`config.mk`:
```
export PLATFORM = sky130hd
export DESIGN_NAME = cgt_top
export DESIGN_NICKNAME = d
export VERILOG_FILES = /design/src/cgt_pkg.sv /design/src/cgt_sync2.sv /design/src/cgt_top.sv
export VERILOG_INCLUDE_DIRS = /design/src
export SDC_FILE = /design/constraint.sdc
export NUM_CORES = 1
export LEC_CHECK = 0
export BUFFER_PORTS_ARGS = -buffer_cell sky130_fd_sc_hd__buf_2
export CORE_MARGIN = 1
export CORE_UTILIZATION = 50
export CTS_BUF_LIST = sky130_fd_sc_hd__clkbuf_8
export DETAILED_ROUTE_END_ITERATION = 6
export GPL_TIMING_DRIVEN = 0
export HOLD_SLACK_MARGIN = 0.12
export PLACE_DENSITY = 0.72
export SETUP_SLACK_MARGIN = 0.1
export SLEW_MARGIN = 30
export SYNTH_ARGS = -nofsm -noshare
export SYNTH_HDL_FRONTEND = slang
export SYNTH_SLANG_ARGS = --single-unit
```
`constraint.sdc`:
```
create_clock -name clk -period 3.8 [get_ports clk]
set_clock_uncertainty 0.2 [all_clocks]
set_input_delay 0.19 -clock clk [delete_from_list [all_inputs] [get_ports clk]]
set_output_delay 0.19 -clock clk [all_outputs]
set_load 0.005 [all_outputs]
```
`src/cgt_consts.svh`:
```
`ifndef CGT_CONSTS_SVH
`define CGT_CONSTS_SVH
// gear divide select codes
`define CGT_GEAR_DIV4 2'h0
`define CGT_GEAR_DIV2 2'h1
`define CGT_GEAR_DIV1 2'h2
`define CGT_GEAR_RSVD 2'h3
`define CGT_GEAR_RESET 2'h0
// last count of a gear period for each code
`define CGT_GEAR_LAST4 2'h3
`define CGT_GEAR_LAST2 2'h1
`define CGT_GEAR_LAST1 2'h0
// machine cycles of settling and of guard after a select change
`define CGT_GEAR_SETTLE_MC 2'h2
`define CGT_REF_GUARD_MC 2'h2
// low-frequency clock divided by four
`define CGT_LOW_LAST 2'h3
// divider geometry
`define CGT_DIV_STAGES 21
`define CGT_DIV_LOW_STAGES 8
`define CGT_PRESCALE_W 2
// instruction lengths in machine cycles
`define CGT_INSTR_MIN 4'h1
`define CGT_INSTR_SHORT_MAX 4'hA
`define CGT_INSTR_LONGEST 4'hD
`endif

```
`src/cgt_pkg.sv`:
```
package cgt_pkg;
    // reference clock selector state
    typedef enum logic {
        CGT_REF_STEADY,
        CGT_REF_SWITCH
    } cgt_ref_state_type;
endpackage

```
`src/cgt_sync2.sv`:
```
`timescale 1ns/1ps
`default_nettype none
// two-flop synchroniser for pins from outside the clock domain
module cgt_sync2 #(
    parameter int W = 1
) (
    input wire logic clk,
    input wire logic rst,
    input wire logic [W-1:0] async_in,
    output logic [W-1:0] sync_out
);
    logic [W-1:0] meta_q;

    // only the second stage is visible to other logic
    always_ff @(posedge clk or posedge rst) begin
        if (rst) begin
            meta_q <= '0;
            sync_out <= '0;
        end else begin
            meta_q <= async_in;
            sync_out <= meta_q;
        end
    end
endmodule
`default_nettype wire

```
`src/cgt_top.sv`:
```
`timescale 1ns/1ps
`default_nettype none
`include "cgt_consts.svh"
// How it works
// - reference switch waits for the new source edge; pause stays short.
// - old oscillator stopped within two machine cycles gives a reset.
// - reference select writes are ignored while slow select is one.
// - external enable high with port pins not oscillator gives a reset.
// - only a zero-to-one enable change starts the warm-up.
// - gear code 00 divides by four, 01 by two, 10 none; 11 reserved.
// - a new gear code takes effect at the first period end after a two-machine-cycle wait.
// - a gear change may stretch a period, never shorten one.
// - gear clock is a quarter of the reference after reset.
// - main clock is gear clock, or low clock over four when slow.
// - main switch completes later; stopping the running oscillator resets.
// - stage nine takes stage eight, or low clock over four.
// - slow mode stops the prescaler and divider stages one to eight.
// - prescaler and divider clear on reset and stop-mode warm-up end.
// - timing generator has selector, prescaler, 21 stages, cycle counter.
// - one machine cycle is one main system clock period.
// - instructions last one to ten, or thirteen, machine cycles.
// - reference select one picks external, zero internal; resets to zero.
// - an enable combination leaving the clock without oscillator resets.
module cgt_top #(
    parameter int DIV_STAGES = `CGT_DIV_STAGES,
    parameter int LOW_STAGES = `CGT_DIV_LOW_STAGES,
    parameter int PRESC_W = `CGT_PRESCALE_W
) (
    input wire logic clk,
    input wire logic rst,
    input wire logic osc_int_pin,
    input wire logic osc_ext_pin,
    input wire logic osc_low_pin,
    input wire logic int_osc_en,
    input wire logic ext_osc_en,
    input wire logic low_osc_en,
    input wire logic port_osc_pin_select,
    input wire logic slow_select,
    input wire logic stage9_slow_select,
    input wire logic ref_sel_wr,
    input wire logic ref_sel_wdata,
    input wire logic gear_sel_wr,
    input wire logic [1:0] gear_sel_wdata,
    input wire logic stop_warm_done,
    input wire logic instr_start,
    input wire logic [3:0] instr_len,
    output logic ref_sel_q,
    output logic ref_switching_q,
    output logic hf_ref_tick_q,
    output logic [1:0] gear_sel_q,
    output logic gear_tick_q,
    output logic main_tick_q,
    output logic main_is_slow_q,
    output logic [DIV_STAGES-1:0] divider_q,
    output logic warmup_start_int_q,
    output logic warmup_start_ext_q,
    output logic warmup_start_low_q,
    output logic sysclk_reset_req_q,
    output logic instr_last_q
);
    logic [2:0] pin_s;
    logic [2:0] pin_p_q;
    logic int_rise, ext_rise, low_rise, new_rise, ref_wr_ok;
    cgt_pkg::cgt_ref_state_type ref_state_q;
    logic [1:0] guard_q;
    logic int_en_p_q, ext_en_p_q, low_en_p_q;
    logic early_stop, all_stop, slow_dead, hf_dead, pin_bad, both_dead, fault;
    logic [1:0] gear_pend_q, gear_wait_q, gear_cnt_q, gear_last_cnt;
    logic gear_last, gear_tick_d, gear_apply, gear_wr_ok;
    logic [1:0] low_cnt_q;
    logic low_q4_d, main_tick_d;
    logic [PRESC_W-1:0] presc_q;
    logic presc_carry, s8_carry, s9_in, fast_run, len_ok;
    logic [3:0] mc_left_q;
    logic [2:0] pause_q;

    // oscillator pins come from other clocks
    cgt_sync2 #(.W(3)) pin_sync (
        .clk(clk),
        .rst(rst),
        .async_in({osc_low_pin, osc_ext_pin, osc_int_pin}),
        .sync_out(pin_s)
    );

    always_ff @(posedge clk or posedge rst) begin
        if (rst) begin
            pin_p_q <= 3'h0;
        end else begin
            pin_p_q <= pin_s;
        end
    end

    // rising edges of each oscillator, one pulse each
    assign int_rise = pin_s[0] & ~pin_p_q[0];
    assign ext_rise = pin_s[1] & ~pin_p_q[1];
    assign low_rise = pin_s[2] & ~pin_p_q[2];
    assign new_rise = ref_sel_q ? ext_rise : int_rise;

    // selection is refused in slow mode and during a switch in flight
    assign ref_wr_ok = ref_sel_wr && !slow_select &&
        (ref_state_q == cgt_pkg::CGT_REF_STEADY) &&
        (ref_sel_wdata != ref_sel_q);

    // reference selector: old edges are dropped the moment the select
    // moves, and the switch ends on the first edge of the new source
    always_ff @(posedge clk or posedge rst) begin
        if (rst) begin
            ref_sel_q <= 1'b0;
            ref_state_q <= cgt_pkg::CGT_REF_STEADY;
            ref_switching_q <= 1'b0;
        end else begin
            case (ref_state_q)
                cgt_pkg::CGT_REF_STEADY: begin
                    if (ref_wr_ok) begin
                        ref_sel_q <= ref_sel_wdata;
                        ref_state_q <= cgt_pkg::CGT_REF_SWITCH;
                        ref_switching_q <= 1'b1;
                    end
                end
                cgt_pkg::CGT_REF_SWITCH: begin
                    if (new_rise) begin
                        ref_state_q <= cgt_pkg::CGT_REF_STEADY;
                        ref_switching_q <= 1'b0;
                    end
                end
                default: ref_state_q <= cgt_pkg::CGT_REF_STEADY;
            endcase
        end
    end

    // reference tick only from the selected source, so no runt period
    always_ff @(posedge clk or posedge rst) begin
        if (rst) begin
            hf_ref_tick_q <= 1'b0;
            pause_q <= 3'h0;
        end else begin
            hf_ref_tick_q <= new_rise;
            if (!ref_switching_q) begin
                pause_q <= 3'h0;
            end else if (int_rise && pause_q != 3'h7) begin
                pause_q <= pause_q + 3'h1;
            end
        end
    end

    // guard window after a select change, counted in machine cycles
    always_ff @(posedge clk or posedge rst) begin
        if (rst) begin
            guard_q <= 2'h0;
        end else if (ref_wr_ok) begin
            guard_q <= `CGT_REF_GUARD_MC;
        end else if (main_tick_q && guard_q != 2'h0) begin
            guard_q <= guard_q - 2'h1;
        end
    end

    // enable history for edge detection of software enables
    always_ff @(posedge clk or posedge rst) begin
        if (rst) begin
            int_en_p_q <= 1'b1;
            ext_en_p_q <= 1'b0;
            low_en_p_q <= 1'b0;
            warmup_start_int_q <= 1'b0;
            warmup_start_ext_q <= 1'b0;
            warmup_start_low_q <= 1'b0;
        end else begin
            int_en_p_q <= int_osc_en;
            ext_en_p_q <= ext_osc_en;
            low_en_p_q <= low_osc_en;
            warmup_start_int_q <= int_osc_en & ~int_en_p_q;
            warmup_start_ext_q <= ext_osc_en & ~ext_en_p_q;
            warmup_start_low_q <= low_osc_en & ~low_en_p_q;
        end
    end

    // fault conditions; the check uses the clock actually in use, so a
    // stop before the main switch completes is caught as well
    assign early_stop = (guard_q != 2'h0) &&
        ((~int_osc_en & int_en_p_q) | (~ext_osc_en & ext_en_p_q));
    assign all_stop = !int_osc_en && !ext_osc_en && !low_osc_en;
    assign slow_dead = main_is_slow_q && !low_osc_en;
    assign hf_dead = !main_is_slow_q &&
        !(ref_sel_q ? ext_osc_en : int_osc_en);
    assign pin_bad = ext_osc_en && !port_osc_pin_select;
    assign both_dead = ref_switching_q && !(int_osc_en && ext_osc_en);
    assign fault = early_stop | all_stop | slow_dead | hf_dead |
        pin_bad | both_dead;

    // one registered request, held while the fault lasts
    always_ff @(posedge clk or posedge rst) begin
        if (rst) begin
            sysclk_reset_req_q <= 1'b0;
        end else begin
            sysclk_reset_req_q <= fault;
        end
    end

    // gear: the reserved code is dropped and the old division kept
    assign gear_wr_ok = gear_sel_wr && (gear_sel_wdata != `CGT_GEAR_RSVD);
    assign gear_last_cnt = (gear_sel_q == `CGT_GEAR_DIV1) ?
        `CGT_GEAR_LAST1 : (gear_sel_q == `CGT_GEAR_DIV2) ?
        `CGT_GEAR_LAST2 : `CGT_GEAR_LAST4;
    assign gear_last = (gear_cnt_q == gear_last_cnt);
    assign gear_tick_d = hf_ref_tick_q && gear_last;
    // a new code loads only on a period boundary: never a short period
    assign gear_apply = gear_tick_d && (gear_wait_q == 2'h0) &&
        (gear_pend_q != gear_sel_q);

    always_ff @(posedge clk or posedge rst) begin
        if (rst) begin
            gear_pend_q <= `CGT_GEAR_RESET;
            gear_wait_q <= 2'h0;
        end else if (gear_wr_ok) begin
            gear_pend_q <= gear_sel_wdata;
            gear_wait_q <= `CGT_GEAR_SETTLE_MC;
        end else if (main_tick_q && gear_wait_q != 2'h0) begin
            gear_wait_q <= gear_wait_q - 2'h1;
        end
    end

    // gear divider counts reference ticks
    always_ff @(posedge clk or posedge rst) begin
        if (rst) begin
            gear_sel_q <= `CGT_GEAR_RESET;
            gear_cnt_q <= 2'h0;
            gear_tick_q <= 1'b0;
        end else begin
            gear_tick_q <= gear_tick_d;
            if (hf_ref_tick_q) begin
                gear_cnt_q <= gear_last ? 2'h0 : gear_cnt_q + 2'h1;
            end
            if (gear_apply) begin
                gear_sel_q <= gear_pend_q;
            end
        end
    end

    // low clock divided by four
    assign low_q4_d = low_rise && (low_cnt_q == `CGT_LOW_LAST);

    always_ff @(posedge clk or posedge rst) begin
        if (rst) begin
            low_cnt_q <= 2'h0;
        end else if (low_rise) begin
            low_cnt_q <= low_cnt_q + 2'h1;
        end
    end

    // main selector moves on a tick of the new source, so the switch
    // takes a while; the old oscillator must keep running until then
    assign main_tick_d = main_is_slow_q ? low_q4_d : gear_tick_d;

    always_ff @(posedge clk or posedge rst) begin
        if (rst) begin
            main_is_slow_q <= 1'b0;
            main_tick_q <= 1'b0;
        end else begin
            main_tick_q <= main_tick_d;
            if (!main_is_slow_q && slow_select && low_q4_d) begin
                main_is_slow_q <= 1'b1;
            end else if (main_is_slow_q && !slow_select && gear_tick_d) begin
                main_is_slow_q <= 1'b0;
            end
        end
    end

    // prescaler and stages one to eight from the gear clock; stages nine to 21 from stage eight or low clock over four
    assign fast_run = !main_is_slow_q;
    assign presc_carry = fast_run && gear_tick_d && (&presc_q);
    assign s8_carry = presc_carry && (&divider_q[LOW_STAGES-1:0]);
    assign s9_in = (!stage9_slow_select && !main_is_slow_q) ?
        s8_carry : low_q4_d;

    always_ff @(posedge clk or posedge rst) begin
        if (rst) begin
            presc_q <= '0;
            divider_q <= '0;
        end else if (stop_warm_done) begin
            presc_q <= '0;
            divider_q <= '0;
        end else begin
            if (fast_run && gear_tick_d) begin
                presc_q <= presc_q + 1'b1;
            end
            if (presc_carry) begin
                divider_q[LOW_STAGES-1:0] <=
                    divider_q[LOW_STAGES-1:0] + 1'b1;
            end
            if (s9_in) begin
                divider_q[DIV_STAGES-1:LOW_STAGES] <=
                    divider_q[DIV_STAGES-1:LOW_STAGES] + 1'b1;
            end
        end
    end

    // machine cycle counter; an unsupported length runs as one cycle
    assign len_ok = (instr_len >= `CGT_INSTR_MIN &&
        instr_len <= `CGT_INSTR_SHORT_MAX) ||
        (instr_len == `CGT_INSTR_LONGEST);

    always_ff @(posedge clk or posedge rst) begin
        if (rst) begin
            mc_left_q <= 4'h0;
            instr_last_q <= 1'b0;
        end else begin
            instr_last_q <= main_tick_q && (mc_left_q == 4'h1);
            if (instr_start) begin
                mc_left_q <= len_ok ? instr_len : `CGT_INSTR_MIN;
            end else if (main_tick_q && mc_left_q != 4'h0) begin
                mc_left_q <= mc_left_q - 4'h1;
            end
        end
    end
endmodule
`default_nettype wire

```
==> results of run 1 <==
flip-flops by register name, summed over array words and instances, names as in the netlist, 2 cells and up:
signal and flops:
divider_q 21, gear_cnt_q 2, gear_pend_q 2, gear_sel_q 2
gear_wait_q 2, guard_q 2, low_cnt_q 2, mc_left_q 4
pin_p_q 3, pin_sync.meta_q 3, pin_sync.sync_out 3, presc_q 2
worst min path at each step:
stage                       startpoint                    to  depth (start not counted)
finish                             rst          divider_q[7]                          3
global route        pin_sync.meta_q[2]  pin_sync.sync_out[2]                          0
CTS                                rst          divider_q[0]                          3
detailed placement                 rst          divider_q[5]                          2
global placement           osc_int_pin    pin_sync.meta_q[0]                          1
floorplan                   int_osc_en            int_en_p_q                          0
placed cells by master (no fill, tap or decap), types with 2 or more instances in the layout:
cell type      instances
mux2i_1                3
or4_1                  4
nand4_1                5
nor2b_1                6
a31oi_1                2
nand3_1                6
nand2_1               26
xnor2_1                9
xor2_1                11
o21ai_0               12
o31ai_1                5
clkbuf_1               2
or3_1                  8
and2_1                 2
a21oi_1               21
mux2_2                 5
and3_1                 3
dlygate4sd3_1         27
inv_1                 17
nor2_1                25
buf_6                  2
dfrtp_1               62
buf_2                 56
ha_1                   9
clkbuf_8              11
nand2b_1               2
nor3_1                 4
worst max-delay path, stage by stage:
cell	delay, ps
dlygate4sd3_1	540
buf_2	140
o41ai_1	390
a21oi_1	120
nand2_1	80
dlygate4sd3_1	530
o21ai_0	70
dlygate4sd3_1	560
power by group through the flow:
stage	Sequential [uW]	Combinational, uW	Clock (uW)
2_1_floorplan	863	284	0
3_3_place_gp	878	384	0
3_5_place_dp	880	396	0
4_1_cts	868	439	591
5_1_grt	885	505	617
6_report	870	439	581
stage by stage:
stage	setup slack (ps)	cells	hold WS, ps
after global routing	1050	437	153.2
after detailed placement	1478	395	-30.85
after global placement	1108	394	97.25
final	1210	437	145.4
after floorplan	1622	267	-5.522
after CTS	1271	437	147.1
routing by layer:
metal	vias to the layer above	wire length [um]	global-route usage
li1	1114	-	-
met1	1061	2607	0.2624
met2	51	2661	0.3230
met3	12	230	0.05595
met5	-	0	0
met4	0	139	0.1075
cells by family (layout without fill, tap and decap cells):
kind of cell / after synthesis / count (layout)
XOR/XNOR: 20 / 20
multiplexers: 8 / 8
adder cells (fa/ha/maj): 9 / 9
AND/OR/NAND/NOR: 95 / 95
buffers and inverters: 22 / 120
flip-flops: 63 / 63
AO/OA/AOI/OAI: 50 / 50
cell type report:
class	instances	area (sq um)	area share
multi-input cells	182	1160	0.3141
inverters	17	66.31	0.01796
well taps	72	90.09	0.02440
clock inverters	4	46.29	0.01254
plain buffers	5	35.03	0.009488
flip-flops and latches	63	1578	0.4273
clock buffers	11	151.4	0.04100
repair buffers	83	565.5	0.1532
==> impl_metrics.env, run 1 <==
export IMPL_vias=2238
export IMPL_postCtsSetupBuffers=0
export IMPL_grt_use_total=0.2068
export IMPL_yosysSeqAreaShare=0.5562
export IMPL_n_fill_cell=438
export IMPL_relSlewSlack=0.5618
export IMPL_synth_top_cell_by_area="dfrtp_1"
export IMPL_antenna_found_initial=0
export IMPL_synth_top_family_by_area="simple AND/OR/NAND/NOR gates"
export IMPL_ctsLongestPathBuffers=2
export IMPL_wl_um=5638
export IMPL_port_buffers=55
export IMPL_path_max_fanout=3
export IMPL_final_design_area_no_fill_sq_um=3692
export IMPL_rrSetupSlack_ps=1260
export IMPL_numClockSinks=63
export IMPL_seqPwrFrac=0.460
export IMPL_dr_pass1_iters=4
export IMPL_synth_top_cell_area_share=0.5470
export IMPL_initial_core_util=0.5183
export IMPL_peakVddDrop_mv=0.3616
export IMPL_p_switching_uw=555.5
export IMPL_path_clk_slew_ps=70
export IMPL_end_kind="register"
export IMPL_fin_crit_ps=2590
export IMPL_post_cts_resized=0
export IMPL_setup_tns_ps=0
export IMPL_final_antenna_net_count=0
export IMPL_finalCritPeriodShare=0.6815
export IMPL_synth_seq_cells=63
export IMPL_p_per_area_nw_per_um2=511.9
export IMPL_dpl_hpwl_um=3656
export IMPL_p_sw_frac=0.2939
export IMPL_syn_area_per_cell_sq_um=10.62
export IMPL_synthToLayoutAreaGrowth_pct=30.17
export IMPL_synth_cells=267
export IMPL_synth_most_common_cell="dfrtp_1"
export IMPL_hold_viol=0
export IMPL_die_h_um=77.32
export IMPL_n_antenna_cell=0
export IMPL_drv_max_cap_violation_count=0
export IMPL_r2r_cells=8
export IMPL_dieArea_sq_um=5978
export IMPL_cp_required_ps=3830
export IMPL_final_layout_size_suffix_gt1_frac=0.2301
export IMPL_synthArstFlopShare=1.000
export IMPL_drc=0
export IMPL_synth_edff_count=0
export IMPL_grt_pass1_wl_um=9466
export IMPL_clkPwrFrac=0.307
export IMPL_finalPower_uw=1890
export IMPL_placementRows=27
export IMPL_arrival_ps=2620
export IMPL_critPathLaunchType="input port"
export IMPL_place_congestion=0.7646
export IMPL_rsz0062_at_grt="no"
export IMPL_synth_simple_area_share=0.1681
export IMPL_ys_types=40
export IMPL_synth_compound_area_frac=0.1090
export IMPL_numCtsBuffers=9
export IMPL_status="completed"
export IMPL_gr_total_overflow=0
export IMPL_synth_area_top_cells="dfrtp_1, ha_1, a21oi_1"
export IMPL_nNetsFinal=392
export IMPL_ctsHoldBuffers=27
export IMPL_synth_xor_area_frac=0.06176
export IMPL_r2r_end="mc_left_q[2]"
export IMPL_critPathLaunch="instr_len[3]"
export IMPL_syn_area_sq_um=2836
export IMPL_ios=56
export IMPL_placed_cell_area_sq_um=3224
export IMPL_root_buffer="clkbuf_8"
export IMPL_endpoint="mc_left_q[2]"
export IMPL_synth_fp_nets=298
export IMPL_synth_adder_area_share=0.03970
export IMPL_fp_dieW_um=77.32
export IMPL_p_int_uw=1334
export IMPL_core_sq_um=5473
export IMPL_netlist_top_cells_count="dfrtp_1, nand2_1, nor2_1"
export IMPL_grt_pass1_vias=2121
export IMPL_cts_max_level=3
export IMPL_ys_flop_type="dfrtp_1"
export IMPL_ys_warn_count=0
export IMPL_slew_viol_final=0
export IMPL_setup_viol=0
export IMPL_leakage_uw=0.001773
export IMPL_drtIter0Drc=139
export IMPL_vias_per_cell=5.121
export IMPL_clk_latency_ps=350
export IMPL_r2r_start="mc_left_q[0]"
export IMPL_hold_class="in2async"
export IMPL_synth_area_mux_share=0.03044
export IMPL_tightest_slew_ps=651.4
export IMPL_pwr_share_comb=0.232
export IMPL_fmax_ghz=0.3862
export IMPL_path_class="in2reg"
export IMPL_cts_tree="done"
export IMPL_fin_util=0.6747
export IMPL_grt_max_degree=43
export IMPL_wire_per_inst_um=12.90
Note: power is estimated with default switching activity, not from simulation.
==> run 2: changes to the inputs <==
==> constraint.sdc (replaced) <==
create_clock -name clk -period 2.7 [get_ports clk]
set_clock_uncertainty 0.2 [all_clocks]
set_input_delay 0.135 -clock clk [delete_from_list [all_inputs] [get_ports clk]]
set_output_delay 0.135 -clock clk [all_outputs]
set_load 0.005 [all_outputs]
==> impl_metrics.env, run 2 (synthesized netlist as in run 1, its figures left out) <==
export IMPL_dieArea_sq_um=5978
export IMPL_final_common_cell="dfrtp_1"
export IMPL_cp_top_family="buffers and inverters"
export IMPL_antenna_found_initial=0
export IMPL_p_sw_frac=0.2954
export IMPL_relSlewSlack=0.5618
export IMPL_synthToLayoutAreaGrowth_pct=31.10
export IMPL_cts_max_level=3
export IMPL_gr_total_overflow=0
export IMPL_fin_crit_ps=2479
export IMPL_dpl_hpwl_um=3656
export IMPL_vias_per_cell=5.178
export IMPL_critPathLaunchType="input port"
export IMPL_p_int_uw=1880
export IMPL_largest_reg_flops=21
export IMPL_leakage_uw=0.001780
export IMPL_path_class="in2reg"
export IMPL_numClockSinks=63
export IMPL_min_path_cells=0
export IMPL_multi_input_area_sq_um=1176
export IMPL_setup_tns_ps=0
export IMPL_rrSetupSlack_ps=320
export IMPL_min_to="pin_sync.sync_out[2]"
export IMPL_nNetsFinal=393
export IMPL_r2r_start="mc_left_q[0]"
export IMPL_slew_viol_final=0
export IMPL_setup_viol=0
export IMPL_end_kind="register"
export IMPL_crit_chain="dlygate4sd3_1 > buf_2 > o41ai_2 > a21oi_2 > nand2_1 > dlygate4sd3_1 > o21ai_0 > dlygate4sd3_1"
export IMPL_hold_class="reg2reg"
export IMPL_finalPower_uw=2669
export IMPL_final_cell_mix="dfrtp_1, buf_2, dlygate4sd3_1, nand2_1, nor2_1"
export IMPL_final_antenna_net_count=0
export IMPL_largestRegisters="divider_q (21), mc_left_q (4)"
export IMPL_final_layout_size_suffix_gt1_frac=0.2377
export IMPL_finalCritPeriodShare=0.9182
export IMPL_grt_max_degree=43
export IMPL_whs_ps=148.1
export IMPL_max_stage_delay_ps=560
export IMPL_r2r_end="mc_left_q[2]"
export IMPL_crit_buf_inv=4
export IMPL_place_congestion=0.7646
export IMPL_status="completed"
export IMPL_crit_top_cell="dlygate4sd3_1"
export IMPL_clk_latency_ps=350
export IMPL_drv_max_cap_violation_count=0
export IMPL_placementRows=27
export IMPL_clkPwrFrac=0.306
export IMPL_initial_core_util=0.5183
export IMPL_dr_pass1_iters=5
export IMPL_arrival_ps=2510
export IMPL_root_buffer="clkbuf_8"
export IMPL_dp_cells=395
export IMPL_seqPwrFrac=0.460
export IMPL_n_fill_cell=434
export IMPL_fmax_ghz=0.4034
export IMPL_grt_pass1_vias=2133
export IMPL_grt_pass1_wl_um=9508
export IMPL_ctsLongestPathBuffers=2
export IMPL_die_h_um=77.32
export IMPL_p_switching_uw=788.2
export IMPL_hold_viol=0
export IMPL_cp_required_ps=2730
export IMPL_seq_area_sq_um=1578
export IMPL_final_design_area_no_fill_sq_um=3719
export IMPL_rsz0062_at_grt="no"
export IMPL_postCtsSetupBuffers=0
export IMPL_vias=2268
export IMPL_pwr_share_comb=0.233
export IMPL_r2r_cells=8
export IMPL_holdCritStartpoint="pin_sync.meta_q[2]"
export IMPL_tightest_slew_ps=651.3
export IMPL_placed_cell_area_sq_um=3224
export IMPL_path_clk_slew_ps=70
export IMPL_ios=56
export IMPL_grt_use_total=0.2078
export IMPL_wire_per_inst_um=12.94
export IMPL_cts_tree="done"
export IMPL_p_per_area_nw_per_um2=717.6
export IMPL_drtIter0Drc=104
export IMPL_instances_no_fill=438
export IMPL_drc=0
export IMPL_path_max_fanout=3
export IMPL_numCtsBuffers=9
export IMPL_fp_dieW_um=77.32
export IMPL_top_register="divider_q"
export IMPL_wl_um=5668
export IMPL_port_buffers=55
export IMPL_n_antenna_cell=0
export IMPL_slowest_stage="dlygate4sd3_1"
export IMPL_peakVddDrop_mv=0.5088
export IMPL_core_sq_um=5473
## run 2: cell types whose count changed in the layout (fill, tap and decap cells not counted), sizes merged
cell	delta
dlygate4sd3	+1
## run 2: worst max-delay path by stage
stage          depth (start not counted)           from  slack, ps            end
6_report                               8   instr_len[3]        220   mc_left_q[2]
5_1_grt                                8   instr_len[3]        130   mc_left_q[2]
4_1_cts                                8   mc_left_q[0]        170   mc_left_q[2]
3_5_place_dp                           8  gear_sel_q[0]        380  divider_q[16]
3_3_place_gp                           2            rst         60  divider_q[11]
2_1_floorplan                          8  gear_sel_q[0]        520  divider_q[18]
## run 2: area by class of cell
type                            instances  share of cell area
Clock inverter                          4             0.01245
Clock buffer                           11             0.04071
Multi-Input combinational cell        182              0.3163
Sequential cell                        63              0.4243
Inverter                               17             0.01783
Tap cell                               72             0.02423
Buffer                                  5            0.009421
Timing Repair Buffer                   84              0.1548
## run 2: what timing repair did
action                     CTS  global route
resized for setup            0             3
setup endpoints to repair    0             2
hold endpoints to repair    90             0
hold buffers                28             0
## run 2: metal layers
metal / wire length (um) / part of all wire / GRT usage
met5: 0 / 0 / 0
met4: 139 / 0.025 / 0.1075
met3: 250 / 0.044 / 0.05595
met2: 2713 / 0.48 / 0.3265
met1: 2565 / 0.45 / 0.2624
## run 2: through the flow
step / worst slack, ps / util
floorplan: 522.2 / -
global placement: 62.89 / 0.5850
detailed placement: 378.0 / 0.5892
CTS: 170.6 / 0.6765
global route: 134.5 / 0.6795
finish: 221.0 / 0.6795
## run 2: power by group through the flow
stage / clock [uW] / sequential, uW / combinational [uW]
after floorplan: 0 / 1220 / 399
after global placement: 0 / 1240 / 541
after detailed placement: 0 / 1240 / 557
after CTS: 832 / 1220 / 619
after global routing: 868 / 1250 / 716
final: 818 / 1230 / 623
## run 2: worst reg2reg max path, stage by stage, from the launching register on
cell and delay (ps):
dfrtp_1 400, inv_1 100, ha_1 160, inv_1 60, o31ai_2 380, or2_2 190, xor2_1 140, o21ai_0 80
dlygate4sd3_1 560
==> run 3: changes to the inputs <==
--- a/config.mk
+++ b/config.mk
@@ -7,13 +7,14 @@
 export NUM_CORES = 1
 export LEC_CHECK = 0
 export BUFFER_PORTS_ARGS = -buffer_cell sky130_fd_sc_hd__buf_2
+export CORE_ASPECT_RATIO = 0.7
 export CORE_MARGIN = 1
 export CORE_UTILIZATION = 50
 export CTS_BUF_LIST = sky130_fd_sc_hd__clkbuf_8
 export DETAILED_ROUTE_END_ITERATION = 6
 export GPL_TIMING_DRIVEN = 0
 export HOLD_SLACK_MARGIN = 0.12
-export PLACE_DENSITY = 0.72
+export PLACE_DENSITY = 0.73
 export SETUP_SLACK_MARGIN = 0.1
 export SLEW_MARGIN = 30
 export SYNTH_ARGS = -nofsm -noshare
==> impl_metrics.env, run 3 (synthesized netlist as in run 1, its figures left out) <==
export IMPL_core_sq_um=5340
export IMPL_min_path_cells=0
export IMPL_cp_required_ps=2770
export IMPL_finalPower_uw=2761
export IMPL_path_class="in2reg"
export IMPL_dpl_hpwl_um=3850
export IMPL_root_buffer="clkbuf_8"
export IMPL_setup_viol=0
export IMPL_final_design_area_no_fill_sq_um=3762
export IMPL_numClockSinks=63
export IMPL_wire_per_inst_um=13.17
export IMPL_peakVddDrop_mv=0.5422
export IMPL_final_common_cell="dfrtp_1"
export IMPL_r2r_start="mc_left_q[0]"
export IMPL_placementRows=22
export IMPL_hold_class="reg2reg"
export IMPL_vias=2227
export IMPL_cts_max_level=3
export IMPL_p_per_area_nw_per_um2=733.7
export IMPL_antenna_found_initial=0
export IMPL_cts_tree="done"
export IMPL_end_kind="register"
export IMPL_drc=0
export IMPL_instances_no_fill=440
export IMPL_initial_core_util=0.5312
export IMPL_n_antenna_cell=0
export IMPL_status="completed"
export IMPL_relSlewSlack=0.5445
export IMPL_port_buffers=55
export IMPL_finalCritPeriodShare=0.9424
export IMPL_holdCritStartpoint="pin_sync.meta_q[0]"
export IMPL_synthToLayoutAreaGrowth_pct=32.64
export IMPL_gr_total_overflow=0
export IMPL_r2r_cells=8
export IMPL_fin_crit_ps=2544
export IMPL_grt_use_total=0.2214
export IMPL_path_max_fanout=3
export IMPL_top_register="divider_q"
export IMPL_arrival_ps=2620
export IMPL_nNetsFinal=394
export IMPL_final_layout_size_suffix_gt1_frac=0.2364
export IMPL_grt_max_degree=48
export IMPL_hold_viol=0
export IMPL_largest_reg_flops=21
export IMPL_ctsLongestPathBuffers=2
export IMPL_grt_pass1_wl_um=10110
export IMPL_critPathLaunch="instr_len[0]"
export IMPL_leakage_uw=0.001812
export IMPL_setup_tns_ps=0
export IMPL_drv_max_cap_violation_count=0
export IMPL_placed_cell_area_sq_um=3232
export IMPL_drtIter0Drc=166
export IMPL_wl_um=5795
export IMPL_clk_latency_ps=330
export IMPL_numCtsBuffers=9
export IMPL_tightest_slew_ps=677.0
export IMPL_rsz0062_at_grt="no"
export IMPL_path_clk_slew_ps=70
export IMPL_fp_dieW_um=92.03
export IMPL_die_h_um=65.02
export IMPL_critPathLaunchType="input port"
export IMPL_place_congestion=0.7652
export IMPL_slew_viol_final=0
export IMPL_grt_pass1_vias=2210
export IMPL_fmax_ghz=0.3930
export IMPL_largestRegisters="divider_q (21), mc_left_q (4)"
export IMPL_dieArea_sq_um=5983
export IMPL_dp_cells=395
export IMPL_dr_pass1_iters=4
export IMPL_final_antenna_net_count=0
export IMPL_final_cell_mix="dfrtp_1, buf_2, dlygate4sd3_1, nand2_1, nor2_1"
export IMPL_vias_per_cell=5.061
export IMPL_ios=56
==> run 3: cell types whose count changed in the layout (fill, tap and decap cells not counted) <==
cell,change
clkinvlp_4,-1
buf_12,-1
inv_1,+1
bufinv_16,+1
dlygate4sd3_1,+1
buf_16,+1
==> run 3: path summary, 6_finish.rpt <==
kind                                         to  slack [ps]
min in group asynchronous          divider_q[5]         670
max                                mc_left_q[1]         160
min                        pin_sync.sync_out[0]         150
min reg2reg                pin_sync.sync_out[0]         150
max reg2reg                        mc_left_q[2]         320
max in group asynchronous            pin_p_q[2]        1140
==> run 3: metrics by stage <==
stage	util	setup slack, ps	hold slack, ps
detailed placement	0.6052	374.7	-113.8
global route	0.7045	98.06	156.2
floorplan	-	522.2	-60.52
global placement	0.5996	34.56	42.30
finish	0.7045	155.5	150.3
CTS	0.7015	141.5	153.3
==> run 3: worst max-delay path, stage by stage <==
cell           delay (ps)
dlygate4sd3_1         540
buf_2                 150
mux2_2                360
a21oi_2               180
nand2_1                70
dlygate4sd3_1         540
o21ai_0                70
dlygate4sd3_1         570
==> run 3: cell type report <==
cell class	instances	area, sq um
fillers	393	1578
clock inverters	5	72.57
flip-flops and latches	63	1578
repair buffers	85	593.1
plain buffers	5	35.03
inverters	17	66.31
well taps	72	90.09
multi-input cells	182	1176
clock buffers	11	151.4
==> run 3: repair_timing <==
action,4_1_cts,5_1_grt
gates resized for setup,0,3
hold buffers,29,0
setup buffers,0,0
setup endpoints to repair,0,3
hold endpoints to repair,90,0
==> run 3: report_power, final <==
part	internal, uW	total [uW]	switching [uW]
combinational	325	636	311
sequential	1090	1230	134
clock	562	900	338
==> run 3: layer usage <==
layer / vias up / global-route usage / part of all wire
li1: 1122 / - / -
met4: 0 / 0.08789 / 0.0052
met3: 2 / 0.07042 / 0.047
met1: 1044 / 0.3052 / 0.49
met5: - / 0 / 0
met2: 59 / 0.3256 / 0.46
